File: config.mk
export PLATFORM = sky130hd
export DESIGN_NAME = logic_core
export DESIGN_NICKNAME = d
export VERILOG_FILES = /design/src/logic_core_pkg.sv /design/src/analog_if.sv /design/src/analog_scaler.sv /design/src/logic_core.sv
export VERILOG_INCLUDE_DIRS = /design/src
export SDC_FILE = /design/constraint.sdc
export NUM_CORES = 1
export LEC_CHECK = 0
export BUFFER_PORTS_ARGS = -buffer_cell sky130_fd_sc_hd__buf_2
export CORE_MARGIN = 3
export CORE_UTILIZATION = 58
export CTS_BUF_LIST = sky130_fd_sc_hd__clkbuf_16
export CTS_CLUSTER_SIZE = 10
export DETAILED_ROUTE_END_ITERATION = 7
export PLACE_DENSITY = 0.82
export SETUP_SLACK_MARGIN = 0.4
export SLEW_MARGIN = 20
export SYNTH_ARGS = -nofsm -noshare
export SYNTH_HDL_FRONTEND = slang
export SYNTH_HIERARCHICAL = 1
export SYNTH_SLANG_ARGS = --single-unit
File: constraint.sdc
create_clock -name mclk_in -period 28.6 [get_ports mclk_in]
set_input_delay 1.43 -clock mclk_in [delete_from_list [all_inputs] [get_ports mclk_in]]
set_output_delay 1.43 -clock mclk_in [all_outputs]
set_load 0.02 [all_outputs]
File: src/logic_core_cfg.svh
// constants of the logic function block core: offsets, fields, reset values, timing
`ifndef LOGIC_CORE_CFG_SVH
`define LOGIC_CORE_CFG_SVH

// register byte offsets
`define OFS_GATE_CFG   8'h00
`define OFS_GATE_STAT  8'h04
`define OFS_SF_CFG     8'h08
`define OFS_SF_PARAM   8'h0c
`define OFS_SF_MSG     8'h10
`define OFS_SF_STAT    8'h14
`define OFS_AN_GAIN    8'h18
`define OFS_AN_OFFSET  8'h1c
`define OFS_AN_STAT    8'h20
`define OFS_RTC_TIME   8'h24
`define OFS_RTC_DATE   8'h28
`define OFS_HOURS      8'h2c

// synchronised pin vector positions
`define PIN_NOR_LSB    0
`define PIN_XOR_LSB    4
`define PIN_NOT        6
`define PIN_SF_LSB     7
`define PIN_REF        13
`define PIN_BACKUP     14

// special-function input positions inside the six-bit group
`define SF_SET         0
`define SF_CLR         1
`define SF_GATE        2
`define SF_INV         3
`define SF_CLRALL      4
`define SF_TRG         5

// sf configuration fields
`define CFG_TB_LSB     6
`define CFG_RET        8
`define CFG_PROT       9
`define CFG_MSGPROT    10
`define CFG_PROG       11
`define CFG_RESTART    12

// reset values of the calendar
`define RST_MDAY       5'h01
`define RST_MON        4'h1

// calendar and timebase limits
`define HUND_MAX       7'h63
`define HUND_HALF      7'h32
`define SEC_MAX        6'h3b
`define HOUR_MAX       5'h17
`define WDAY_MAX       3'h6
`define MON_MAX        4'hc
`define BOOT_SAMPLE    3'h4
`define MULT_SEC       15'h0064
`define MULT_MINHOUR   15'h003c

// analog scaling
`define AN_MV_PER_STEP 14'h000a
`define AN_FULL        11'h3e8
`define GAIN_LIM       16'sh03e8
`define OFS_LIM        16'sh2710
`define AN_GAIN_DIV    28'sh0000064

// timing
`define CLK_PERIOD_NS  25
`define CYCLE_TIME_NS  100000
`define HUND_TIME_NS   10000000

`endif

File: src/logic_core_pkg.sv
// types shared by the logic function block core
`default_nettype none
package logic_core_pkg;
   // bus answer phase
   typedef enum logic {APB_IDLE = 1'b0, APB_ANSWER = 1'b1} apb_st_t;
   // timebase of a time parameter
   typedef enum logic [1:0] {TB_SEC = 2'h0, TB_MIN = 2'h1, TB_HOUR = 2'h2} timebase_t;
endpackage
`default_nettype wire

File: src/analog_if.sv
// carrier between the core and its analog scaler
`default_nettype none
interface analog_if;
   logic        [13:0] millivolts;  // settled input sample
   logic signed [15:0] gain;        // hundredths
   logic signed [15:0] offset;      // display units
   logic               strobe;      // program-cycle strobe
   logic        [10:0] internal;    // 0..1000
   logic signed [15:0] scaled;      // displayed value
   modport core   (output millivolts, gain, offset, strobe, input internal, scaled);
   modport scaler (input millivolts, gain, offset, strobe, output internal, scaled);
endinterface
`default_nettype wire

File: src/analog_scaler.sv
// analog input scaler: voltage to internal value, then gain and offset
`include "logic_core_cfg.svh"
`default_nettype none
module analog_scaler
   import logic_core_pkg::*;
(
   // clock and reset
   input  wire logic mclk_in,
   input  wire logic rst_b_in,
   // values from and to the core
   analog_if.scaler  an
);
   typedef struct packed {
      logic        [10:0] internal;
      logic signed [15:0] scaled;
   } scaler_state_t;

   scaler_state_t      r;      // registered state
   scaler_state_t      r_nxt;  // next state
   logic        [13:0] steps;  // input in tens of millivolts
   logic signed [27:0] prod;   // internal times gain, hundredths
   logic signed [27:0] quot;   // product back in units

   // evaluate once per program cycle
   always_comb begin
      r_nxt = r;
      steps = an.millivolts / `AN_MV_PER_STEP;
      prod  = '0;
      quot  = '0;
      if (an.strobe) begin
         // above full scale the value saturates
         if (steps > 14'(`AN_FULL)) begin
            r_nxt.internal = `AN_FULL;
         end else begin
            r_nxt.internal = steps[10:0];
         end
         // division truncates toward zero, so tiny products show as zero
         prod = 28'($signed({1'b0, r_nxt.internal})) * 28'(an.gain);
         quot = prod / `AN_GAIN_DIV;
         r_nxt.scaled = 16'(quot) + an.offset;
      end
   end

   // state register
   always_ff @(posedge mclk_in or negedge rst_b_in) begin
      if (!rst_b_in) begin
         r <= '0;
      end else begin
         r <= r_nxt;
      end
   end

   assign an.internal = r.internal;
   assign an.scaled   = r.scaled;
endmodule // analog_scaler
`default_nettype wire

File: src/logic_core.sv
// logic function block core: gates, special function, calendar, analog, apb slave
`include "logic_core_cfg.svh"
`default_nettype none
module logic_core
   import logic_core_pkg::*;
#(
   parameter int HUND_CNT = `HUND_TIME_NS / `CLK_PERIOD_NS  // clocks per hundredth second
) (
   // clock and reset
   input  wire logic        mclk_in,
   input  wire logic        rst_b_in,
   // apb slave
   input  wire logic        psel_in,
   input  wire logic        penable_in,
   input  wire logic        pwrite_in,
   input  wire logic [7:0]  paddr_in,
   input  wire logic [31:0] pwdata_in,
   output logic      [31:0] prdata_out,
   output logic             pready_out,
   output logic             pslverr_out,
   // input terminals
   input  wire logic [3:0]  nor_term_in,
   input  wire logic [1:0]  xor_term_in,
   input  wire logic        not_term_in,
   input  wire logic        set_term_in,
   input  wire logic        clear_term_in,
   input  wire logic        gate_term_in,
   input  wire logic        invert_term_in,
   input  wire logic        clear_all_term_in,
   input  wire logic        trigger_term_in,
   input  wire logic        ref_second_in,
   input  wire logic        backup_lost_in,
   input  wire logic [13:0] analog_input_terminal_in,
   // output terminals
   output logic             nor_q_out,
   output logic             xor_q_out,
   output logic             not_q_out,
   output logic             sf_q_out,
   output logic             clock_stopped_out,
   output logic             clock_flash_out,
   output logic      [15:0] scaled_analog_value_out
);
   localparam int         CYCLE_CNT = `CYCLE_TIME_NS / `CLK_PERIOD_NS;
   localparam logic [11:0] CYC_LAST  = 12'(CYCLE_CNT - 1);
   localparam logic [18:0] HUND_LAST = 19'(HUND_CNT - 1);

   typedef struct packed {
      apb_st_t            apb_st;   // bus answer phase
      logic        [31:0] prdata;   // read data
      logic               pready;   // answer strobe
      logic               pslverr;  // unmapped address
      logic        [14:0] dig_s1;   // synchroniser stage one
      logic        [14:0] dig_s2;
      logic        [14:0] dig_s3;
      logic        [14:0] dig_f;    // settled pin levels
      logic        [13:0] an_s1;
      logic        [13:0] an_s2;
      logic        [13:0] an_s3;
      logic        [13:0] an_f;     // settled analog word
      logic               ref_prev; // previous reference level
      logic        [11:0] cyc_div;  // program-cycle divider
      logic        [18:0] hund_div; // hundredth divider
      logic        [6:0]  hund;
      logic        [5:0]  sec_free; // never stops, feeds timers
      logic        [5:0]  sec;
      logic        [5:0]  min;
      logic        [4:0]  hour;
      logic        [2:0]  wday;     // zero is sunday
      logic        [4:0]  mday;
      logic        [3:0]  mon;
      logic               stopped;
      logic               flash;
      logic        [2:0]  boot;     // counts edges after reset release
      logic        [6:0]  gate_cfg; // connected mask of gate inputs
      logic        [11:0] sf_cfg;
      logic        [7:0]  t_hi;
      logic        [7:0]  t_lo;
      logic        [14:0] elapsed;
      logic               base_pend;
      logic               sf_q;     // internal switching state
      logic               sf_out;
      logic        [2:0]  gate_q;   // nor, xor, not
      logic signed [15:0] gain;
      logic signed [15:0] offset;
      logic        [5:0]  hrs_min;
      logic        [19:0] hours;
   } core_state_t;

   core_state_t r;          // registered state
   core_state_t r_nxt;      // next state
   logic [14:0] dig_pins;   // raw pin vector
   logic        cyc_stb;    // program-cycle strobe
   logic        hund_tick;
   logic        ref_rise;
   logic        sec_tick;
   logic        min_tick;
   logic        base_tick;
   logic [5:0]  sf_in;      // masked special-function inputs
   logic [14:0] target;     // time parameter as a count of base ticks
   logic [31:0] rd;         // read mux
   logic        prot_block;
   logic        msg_block;

   analog_if an ();

   // word-aligned map check, shared by read answer and write gating
   function automatic logic is_mapped(input logic [7:0] a);
      return (a[1:0] == 2'h0) && (a <= `OFS_HOURS);
   endfunction

   // symmetric saturation of a signed value
   function automatic logic signed [15:0] clamp16(input logic signed [15:0] v,
                                                  input logic signed [15:0] lim);
      if (v > lim) begin
         return lim;
      end else if (v < -lim) begin
         return -lim;
      end
      return v;
   endfunction

   // time parameter to a count of base ticks
   function automatic logic [14:0] param_units(input logic [1:0] tb,
                                               input logic [7:0] hi,
                                               input logic [7:0] lo);
      logic [14:0] mult;
      mult = (tb == TB_SEC) ? `MULT_SEC : `MULT_MINHOUR;
      return 15'(15'(hi) * mult + 15'(lo));
   endfunction

   // days in a month, february fixed at 28
   function automatic logic [4:0] month_days(input logic [3:0] m);
      if (m == 4'h2) begin
         return 5'h1c;
      end else if (m == 4'h4 || m == 4'h6 || m == 4'h9 || m == 4'hb) begin
         return 5'h1e;
      end
      return 5'h1f;
   endfunction

   assign dig_pins = {backup_lost_in, ref_second_in, trigger_term_in, clear_all_term_in,
                      invert_term_in, gate_term_in, clear_term_in, set_term_in,
                      not_term_in, xor_term_in, nor_term_in};

   // next-state logic for the whole core
   always_comb begin
      r_nxt = r;
      // pins pass three stages; a high counts once stages two and three agree, a low as soon as they differ
      r_nxt.dig_s1 = dig_pins;
      r_nxt.dig_s2 = r.dig_s1;
      r_nxt.dig_s3 = r.dig_s2;
      r_nxt.dig_f  = (r.dig_s2 & r.dig_s3) | (r.dig_f & ~(r.dig_s2 ^ r.dig_s3));
      r_nxt.an_s1  = analog_input_terminal_in;
      r_nxt.an_s2  = r.an_s1;
      r_nxt.an_s3  = r.an_s2;
      // whole-word agreement avoids mixing bits of two samples
      if (r.an_s2 == r.an_s3) begin
         r_nxt.an_f = r.an_s3;
      end
      // program-cycle strobe
      cyc_stb = (r.cyc_div == CYC_LAST);
      r_nxt.cyc_div = cyc_stb ? 12'h000 : r.cyc_div + 12'h001;
      // hundredths, realigned on each reference second
      hund_tick = 1'b0;
      sec_tick  = 1'b0;
      ref_rise  = r.dig_f[`PIN_REF] & ~r.ref_prev & (r.boot > `BOOT_SAMPLE);
      r_nxt.ref_prev = r.dig_f[`PIN_REF];
      if (ref_rise) begin
         // a lagging local second is issued now, a leading one is not repeated
         r_nxt.hund_div = '0;
         r_nxt.hund     = '0;
         sec_tick       = (r.hund >= `HUND_HALF);
      end else if (r.hund_div == HUND_LAST) begin
         r_nxt.hund_div = '0;
         hund_tick      = 1'b1;
         if (r.hund == `HUND_MAX) begin
            r_nxt.hund = '0;
            sec_tick   = 1'b1;
         end else begin
            r_nxt.hund = r.hund + 7'h01;
         end
      end else begin
         r_nxt.hund_div = r.hund_div + 19'h00001;
      end
      min_tick = sec_tick && (r.sec_free == `SEC_MAX);
      if (sec_tick) begin
         r_nxt.sec_free = (r.sec_free == `SEC_MAX) ? 6'h00 : r.sec_free + 6'h01;
      end
      // calendar, frozen while stopped
      if (sec_tick && !r.stopped) begin
         if (r.sec != `SEC_MAX) begin
            r_nxt.sec = r.sec + 6'h01;
         end else begin
            r_nxt.sec = '0;
            if (r.min != `SEC_MAX) begin
               r_nxt.min = r.min + 6'h01;
            end else begin
               r_nxt.min = '0;
               if (r.hour != `HOUR_MAX) begin
                  r_nxt.hour = r.hour + 5'h01;
               end else begin
                  r_nxt.hour = '0;
                  r_nxt.wday = (r.wday == `WDAY_MAX) ? 3'h0 : r.wday + 3'h1;
                  if (r.mday == month_days(r.mon)) begin
                     r_nxt.mday = `RST_MDAY;
                     r_nxt.mon  = (r.mon == `MON_MAX) ? `RST_MON : r.mon + 4'h1;
                  end else begin
                     r_nxt.mday = r.mday + 5'h01;
                  end
               end
            end
         end
      end
      r_nxt.flash = r.stopped & (r.hund < `HUND_HALF);
      // backup state is read once the synchroniser has settled after reset
      if (r.boot != 3'h7) begin
         r_nxt.boot = r.boot + 3'h1;
      end
      if (r.boot == `BOOT_SAMPLE && r.dig_f[`PIN_BACKUP]) begin
         r_nxt.sec     = '0;
         r_nxt.min     = '0;
         r_nxt.hour    = '0;
         r_nxt.wday    = '0;
         r_nxt.mday    = `RST_MDAY;
         r_nxt.mon     = `RST_MON;
         r_nxt.stopped = 1'b1;
      end
      // base tick for the time parameter, held until the next cycle
      case (timebase_t'(r.sf_cfg[`CFG_TB_LSB +: 2]))
         TB_SEC:  base_tick = hund_tick;
         TB_MIN:  base_tick = sec_tick;
         default: base_tick = min_tick;
      endcase
      if (cyc_stb) begin
         r_nxt.base_pend = 1'b0;
      end
      // a tick in the clearing cycle is kept
      if (base_tick) begin
         r_nxt.base_pend = 1'b1;
      end
      target = param_units(r.sf_cfg[`CFG_TB_LSB +: 2], r.t_hi, r.t_lo);
      sf_in  = r.dig_f[`PIN_SF_LSB +: 6] & r.sf_cfg[5:0];
      // evaluation on the cycle strobe
      if (cyc_stb) begin
         r_nxt.gate_q[0] = ~|(r.dig_f[`PIN_NOR_LSB +: 4] & r.gate_cfg[3:0]);
         r_nxt.gate_q[1] = ^(r.dig_f[`PIN_XOR_LSB +: 2] & r.gate_cfg[5:4]);
         r_nxt.gate_q[2] = ~(r.dig_f[`PIN_NOT] & r.gate_cfg[6]);
         if (sf_in[`SF_CLR]) begin
            r_nxt.sf_q    = 1'b0;
            r_nxt.elapsed = '0;
            r_nxt.sf_out  = 1'b0;
         end else if (!sf_in[`SF_GATE]) begin
            r_nxt.sf_q = r.sf_q;
         end else begin
            if (sf_in[`SF_CLRALL]) begin
               r_nxt.sf_q    = 1'b0;
               r_nxt.elapsed = '0;
            end else if (sf_in[`SF_SET]) begin
               r_nxt.sf_q = 1'b1;
            end else if (sf_in[`SF_TRG]) begin
               if (r.elapsed >= target) begin
                  r_nxt.sf_q = 1'b1;
               end else if (r.base_pend) begin
                  r_nxt.elapsed = r.elapsed + 15'h0001;
               end
            end else begin
               r_nxt.elapsed = '0;
            end
            r_nxt.sf_out = r_nxt.sf_q ^ sf_in[`SF_INV];
         end
      end
      // operating hours of the function output, never cleared by a restart
      if (min_tick && r.sf_out) begin
         if (r.hrs_min == `SEC_MAX) begin
            r_nxt.hrs_min = '0;
            r_nxt.hours   = r.hours + 20'h00001;
         end else begin
            r_nxt.hrs_min = r.hrs_min + 6'h01;
         end
      end
      // parameter views
      prot_block = r.sf_cfg[`CFG_PROT] & ~r.sf_cfg[`CFG_PROG];
      msg_block  = r.sf_cfg[`CFG_MSGPROT] & ~r.sf_cfg[`CFG_PROG];
      // read mux
      if (paddr_in == `OFS_GATE_CFG) begin
         rd = {25'h0, r.gate_cfg};
      end else if (paddr_in == `OFS_GATE_STAT) begin
         rd = {29'h0, r.gate_q};
      end else if (paddr_in == `OFS_SF_CFG) begin
         rd = {20'h0, r.sf_cfg};
      end else if (paddr_in == `OFS_SF_PARAM) begin
         rd = prot_block ? 32'h0 : {16'h0, r.t_hi, r.t_lo};
      end else if (paddr_in == `OFS_SF_MSG) begin
         rd = msg_block ? 32'h0 : {16'h0, r.t_hi, r.t_lo};
      end else if (paddr_in == `OFS_SF_STAT) begin
         rd = {1'b0, r.elapsed, 14'h0, r.sf_q, r.sf_out};
      end else if (paddr_in == `OFS_AN_GAIN) begin
         rd = {{16{r.gain[15]}}, r.gain};
      end else if (paddr_in == `OFS_AN_OFFSET) begin
         rd = {{16{r.offset[15]}}, r.offset};
      end else if (paddr_in == `OFS_AN_STAT) begin
         rd = {an.scaled, 5'h0, an.internal};
      end else if (paddr_in == `OFS_RTC_TIME) begin
         rd = {r.stopped, 4'h0, r.wday, 3'h0, r.hour, 2'h0, r.min, 2'h0, r.sec};
      end else if (paddr_in == `OFS_RTC_DATE) begin
         rd = {20'h0, r.mon, 3'h0, r.mday};
      end else if (paddr_in == `OFS_HOURS) begin
         rd = {12'h0, r.hours};
      end else begin
         rd = 32'h0;
      end
      // apb: answer one cycle into the access phase, act on the sampled pready
      r_nxt.pready  = 1'b0;
      r_nxt.pslverr = 1'b0;
      case (r.apb_st)
         APB_IDLE: begin
            if (psel_in && penable_in) begin
               r_nxt.apb_st  = APB_ANSWER;
               r_nxt.pready  = 1'b1;
               r_nxt.pslverr = !is_mapped(paddr_in);
               r_nxt.prdata  = (pwrite_in || !is_mapped(paddr_in)) ? 32'h0 : rd;
            end
         end
         APB_ANSWER: begin
            r_nxt.apb_st = APB_IDLE;
            if (psel_in && penable_in && pwrite_in && is_mapped(paddr_in)) begin
               if (paddr_in == `OFS_GATE_CFG) begin
                  r_nxt.gate_cfg = pwdata_in[6:0];
               end else if (paddr_in == `OFS_SF_CFG) begin
                  r_nxt.sf_cfg = pwdata_in[11:0];
                  // restart: only a retentive function keeps its data
                  if (pwdata_in[`CFG_RESTART] && !r.sf_cfg[`CFG_RET]) begin
                     r_nxt.sf_q      = 1'b0;
                     r_nxt.sf_out    = 1'b0;
                     r_nxt.elapsed   = '0;
                     r_nxt.base_pend = 1'b0;
                  end
               end else if (paddr_in == `OFS_SF_PARAM) begin
                  if (!prot_block) begin
                     r_nxt.t_lo = pwdata_in[7:0];
                     r_nxt.t_hi = pwdata_in[15:8];
                  end
               end else if (paddr_in == `OFS_SF_MSG) begin
                  if (!msg_block) begin
                     r_nxt.t_lo = pwdata_in[7:0];
                     r_nxt.t_hi = pwdata_in[15:8];
                  end
               end else if (paddr_in == `OFS_AN_GAIN) begin
                  r_nxt.gain = clamp16(pwdata_in[15:0], `GAIN_LIM);
               end else if (paddr_in == `OFS_AN_OFFSET) begin
                  r_nxt.offset = clamp16(pwdata_in[15:0], `OFS_LIM);
               end else if (paddr_in == `OFS_RTC_TIME) begin
                  r_nxt.sec      = pwdata_in[5:0];
                  r_nxt.min      = pwdata_in[13:8];
                  r_nxt.hour     = pwdata_in[20:16];
                  r_nxt.wday     = pwdata_in[26:24];
                  r_nxt.hund     = '0;
                  r_nxt.hund_div = '0;
                  r_nxt.stopped  = (r.boot == `BOOT_SAMPLE) && r.dig_f[`PIN_BACKUP];
               end else if (paddr_in == `OFS_RTC_DATE) begin
                  r_nxt.mday = pwdata_in[4:0];
                  r_nxt.mon  = pwdata_in[11:8];
               end
            end
         end
         default: r_nxt.apb_st = APB_IDLE;
      endcase
   end

   // state register; reset leaves sunday 00:00 1 january, non-retentive, unprotected
   always_ff @(posedge mclk_in or negedge rst_b_in) begin
      if (!rst_b_in) begin
         r        <= '0;
         r.mday   <= `RST_MDAY;
         r.mon    <= `RST_MON;
         r.gate_q <= 3'h5;
      end else begin
         r <= r_nxt;
      end
   end

   // analog path
   assign an.millivolts = r.an_f;
   assign an.gain       = r.gain;
   assign an.offset     = r.offset;
   assign an.strobe     = cyc_stb;

   analog_scaler u_scaler (
      .mclk_in  (mclk_in),
      .rst_b_in (rst_b_in),
      .an       (an.scaler)
   );

   // outputs straight from the state register, the scaled value from the scaler's register
   assign prdata_out              = r.prdata;
   assign pready_out              = r.pready;
   assign pslverr_out             = r.pslverr;
   assign nor_q_out               = r.gate_q[0];
   assign xor_q_out               = r.gate_q[1];
   assign not_q_out               = r.gate_q[2];
   assign sf_q_out                = r.sf_out;
   assign clock_stopped_out       = r.stopped;
   assign clock_flash_out         = r.flash;
   assign scaled_analog_value_out = an.scaled;
endmodule // logic_core
`default_nettype wire

After elaboration in Yosys (flattened, before gate mapping):

Index checks and enable logic that the tools add are counted.

* output and inout port bits: 56
* word-level logic and storage cells: 293
* bits in registers: 371
* bits of input ports: 74

* equality and inequality tests: 33
* multipliers: 2
* divide/modulo/power cells: 2
* mux-type cells: 135
* order comparisons: 10
* $add $sub $neg: 16
* reductions and logical operators: 30
* bitwise operators: 24

Operator list (count)
* $mux 32: 11
* $mux 30: 9
* $mux 26: 10
* $mux 16: 12
* $mux 15: 8
* $mux 18: 5
* $mux 20: 3
* $mux 5: 10
* $mux 1: 42
* $mux 35: 1
* $eq 8x5->1 const B: 4
* $eq 8x6->1 const B: 4
* $and 15x15->15: 2
* $mux 29: 1
* $div 28x8->28 const B: 1
* $mul 12x16->28: 1
* $add 6x1->6 const B: 4
* $mux 12: 2
* $mux 6: 4
* $mux 23: 1
* $mux 11: 2
* $mux 7: 3
* $add 20x1->20 const B: 1
* $add 19x1->19 const B: 1
* 67 further kinds: 110

Longest topological paths before layout:

* word-level depth: 32
* depth in mapped cells: 134
* gate-level depth less buffers: 114

By module:

Netlist, hierarchy kept.

By module, submodules not included
* logic_core: sequential area each 8588.2 um^2, cells each 1775, times used 1, area an instance 18159.9 um^2
* analog_scaler: sequential area each 675.6 um^2, cells each 2080, times used 1, area an instance 15914.0 um^2

Worst setup path after synthesis:

Ideal clock, no wire load.

* kind: register to register
* start: reg r (netlist bit an.millivolts[8])
* end: reg u_scaler.r (netlist bit u_scaler/an.scaled[15])
* path buffers: 13
* library setup time: 0.135 ns
* clock period less this slack: 27.368 ns
* slack: 1.232 ns
* stages on the path, launching flop included: 124
* required time: 28.465 ns
* arrival: 27.234 ns
* cells stage by stage: dfrtp_1 > buf_6 > or3b_1 > a32o_1 > a2111oi_4 > nor3_1 > a311o_1 > or2_1 > o32ai_1 > o21ai_1 > buf_2 > and2_1 > or4_1 > a22oi_2 > nand2_1 > nor2_1 > a21o_1 > clkbuf_1 > [... 88 more ...] > a21o_1 > a21o_1 > a21o_1 > a21oi_1 > o21bai_1 > a21oi_1 > o21bai_1 > a21oi_1 > o21bai_1 > a21oi_1 > o21bai_1 > a21oi_1 > o21bai_1 > a21oi_1 > xnor2_1 > xnor2_1 > xor2_1 > mux2i_1

* cells in the longest elaborated chain, start to end: 7

Ends and longest elaborated chain
* start: declaration: RTL line logic_core.sv:89 `core_state_t r;`
* start signal: assignment: RTL line logic_core.sv:378 `r <= r_nxt;`
* $div 14x4->14 (no line) *
* $gt 14x10->1: RTL line analog_scaler.sv:32 `` if (steps > 14'(`AN_FULL)) begin ``
* $mux 11 *: RTL line analog_scaler.sv:32
* $mux 11 *: RTL line analog_scaler.sv:30 `if (an.strobe) begin`
* $mul 12x16->28 *: RTL line analog_scaler.sv:38 `prod = 28'($signed({1'b0, r_nxt.internal})) * 28'(an.gain);`
* $div 28x8->28 (no line) *
* $add 16x16->16 *: RTL line analog_scaler.sv:40 `r_nxt.scaled = 16'(quot) + an.offset;`
* end signal: assignment: RTL line analog_scaler.sv:49 `r <= r_nxt;`
* end: declaration: RTL line analog_scaler.sv:18 `scaler_state_t r;`

Mark *: on every way between the ends. The rest lies on a longest branch, timed or not. The select of a mux whose other input is x is not followed.
A chain may end at the register's enable or synchronous reset.

Worst setup path after layout:

* start: reg r (netlist bit an.millivolts[11])
* end: reg u_scaler.r (netlist bit u_scaler/an.scaled[15])

The elaborated chain is that of the path after synthesis.

==> impl_metrics.json <==
{
  "status": "finished clean",
  "rsz0062_at_grt": "no",
  "clk_pin_slew_ns": 0.06,
  "dpl.hpwl_mm": 69.9,
  "grt_pass1_vias": 28400,
  "synth_area_sq_um": 34000,
  "worstReg2RegStart": "an.millivolts[11]$_DFFE_PN0N_",
  "syn_avg_cell_area_sq_um": 8.83,
  "final-setup-viol-count": 0,
  "postCtsHoldBufs": 0,
  "die_width_um": 248,
  "finalInstanceArea_sq_um": 38100,
  "timing.critical_path.from": "an.millivolts[11]$_DFFE_PN0N_",
  "rrSetupSlack_ns": 1.38,
  "postRouteAntennaNets": 0,
  "vias_per_cell": 6.36,
  "io_buffers": 121,
  "crit_top_cell": "buf_4",
  "wl_per_cell_um": 19.8,
  "grt_max_degree": 125,
  "worstHoldStart": "r[239]$_DFF_PN0_",
  "multiInputGateArea_sq_um": 23400,
  "core_area_sq_um": 57900,
  "r2r_end": "u_scaler/an.scaled[15]$_DFFE_PN0P_",
  "arrival_ns": 27.64,
  "cts.sinks": 369,
  "grt_pass1_wl_mm": 149,
  "nets": 4451,
  "die_h_um": 248,
  "fin_crit_ns": 27.22,
  "post-route-period-util_pct": 95.2,
  "setup_slack_ns": 1.38,
  "hold_depth": 0,
  "start_util_pct": 58.8,
  "max_stage_delay_ns": 0.55,
  "root_buffer": "clkbuf_16",
  "synthCells": 3853,
  "cts_buffer_depth": 3,
  "drv.max_cap_violation_count": 0,
  "crit_required_ns": 29.02,
  "worstMarginPinSlew_ns": 1.15,
  "num_vias": 30600,
  "io_pins": 130,
  "cts_tree": "done",
  "layout-drive-gt1-share_pct": 16.9,
  "ys_warn_count": 6,
  "ff_latch_area_sq_um": 9250,
  "finalNonFillerCells": 4808,
  "path_class": "reg -> reg",
  "cts.htree.levels": 2,
  "rows": 88,
  "holdPathEnd": "r[225]$_DFF_PN0_",
  "dr.pass1.iters": 6,
  "hold_viol": 0,
  "drc": 0,
  "dp_cells": 4699,
  "slew_headroom_pct": 23.0,
  "gp_congestion": 1.02,
  "crit_path_top_delay_cell": "fa_1",
  "final_max_slew_viol_count": 0,
  "antenna_found_initial": 7,
  "drtIter0Drc": 2983,
  "critPathCaptureType": "flip-flop",
  "cts_buffers": 43,
  "hold_path.class": "reg -> reg",
  "rr_worst_depth": 120,
  "skew_ns": 0.0229,
  "critPathLaunchType": "flip-flop",
  "dieArea_sq_um": 61600,
  "place_area_sq_um": 35800,
  "clock_latency_ns": 0.57,
  "place_ws_ns": -0.218,
  "nFillCells": 4578,
  "critPathMaxFanout": 17,
  "grt.total_usage_pct": 29.7,
  "grt.overflow.total": 0,
  "syn_to_final_growth_pct": 11.9,
  "wl_mm": 95.2,
  "fmaxAchievable_mhz": 36.7
}
==> worst max path at each step <==
stage                                          to  cells past startpoint
2_1_floorplan  u_scaler/an.scaled[15]$_DFFE_PN0P_                    123
3_3_place_gp   u_scaler/an.scaled[15]$_DFFE_PN0P_                    116
3_5_place_dp   u_scaler/an.scaled[15]$_DFFE_PN0P_                    116
4_1_cts        u_scaler/an.scaled[15]$_DFFE_PN0P_                    120
5_1_grt        u_scaler/an.scaled[15]$_DFFE_PN0P_                    123
6_report       u_scaler/an.scaled[15]$_DFFE_PN0P_                    120
==> metrics by stage <==
| stage | setup TNS, ns | util [%] | hold WS, ns |
|---|---|---|---|
| after floorplan | 0 | - | 0.331 |
| after global placement | 0 | 61.8 | 0.332 |
| after detailed placement | -0.218 | 61.8 | 0.335 |
| after CTS | 0 | 64.0 | 0.341 |
| after global routing | 0 | 65.8 | 0.346 |
| final | 0 | 65.8 | 0.339 |
==> per-layer routing <==
layer  vias up  share of wire, %  GRT usage, %
met4        10               3.6          9.57
li1      14000                 -             -
met1     14900                42          42.1
met3       307               9.4          5.44
met2      1428                45          46.3
met5         -             0.081             0
==> repair_timing <==
action | CTS | global route
setup endpoints to repair | 4 | 12
pin swaps | 2 | 51
buffers inserted | 3 | 41
cloned | 1 | 0
resized for setup | 10 | 153
==> state kept, by name, indices dropped and copies added, names as in the netlist <==
name / flops
an.gain: 16
an.millivolts: 13
an.offset: 16
clock_flash_out: 1
clock_stopped_out: 1
nor_q_out: 1
not_q_out: 1
prdata_out: 32
pslverr_out: 1
r: 258
sf_q_out: 1
u_scaler/an.internal: 11
u_scaler/an.scaled: 16
xor_q_out: 1
==> worst max-delay path: cells and delay by family (launching register included) <==
| kind | cells | cell delay, ns |
|---|---|---|
| AO/OA/AOI/OAI | 64 | 14.18 |
| XOR/XNOR | 6 | 0.95 |
| adder cells (fa/ha/maj) | 9 | 3.69 |
| buffers and inverters | 18 | 2.76 |
| flip-flops | 1 | 0.44 |
| multiplexers | 4 | 1.00 |
| AND/OR/NAND/NOR | 19 | 4.04 |
==> layout make-up <==
class                      count  share of cell area, %
clock buffer                  43                   2.82
timing repair buffer         308                   5.36
inverter                     335                   3.30
tap                          765                   2.51
sequential                   369                   24.3
clock inverter                17                  0.236
antenna                        3                 0.0197
multi-input combinational   2968                   61.5
==> cell usage in the layout (no fill, tap or decap), drive strengths merged, types with 93 or more instances in the layout <==
master,n
nand2,435
dfrtp,365
inv,347
buf,308
nor2,290
o21ai,219
fa,185
a21oi,184
ha,167
xnor2,126
mux2,93
Power is not shown: default switching activity piles up to over one toggle a cycle in this logic, so the estimate is an artifact.
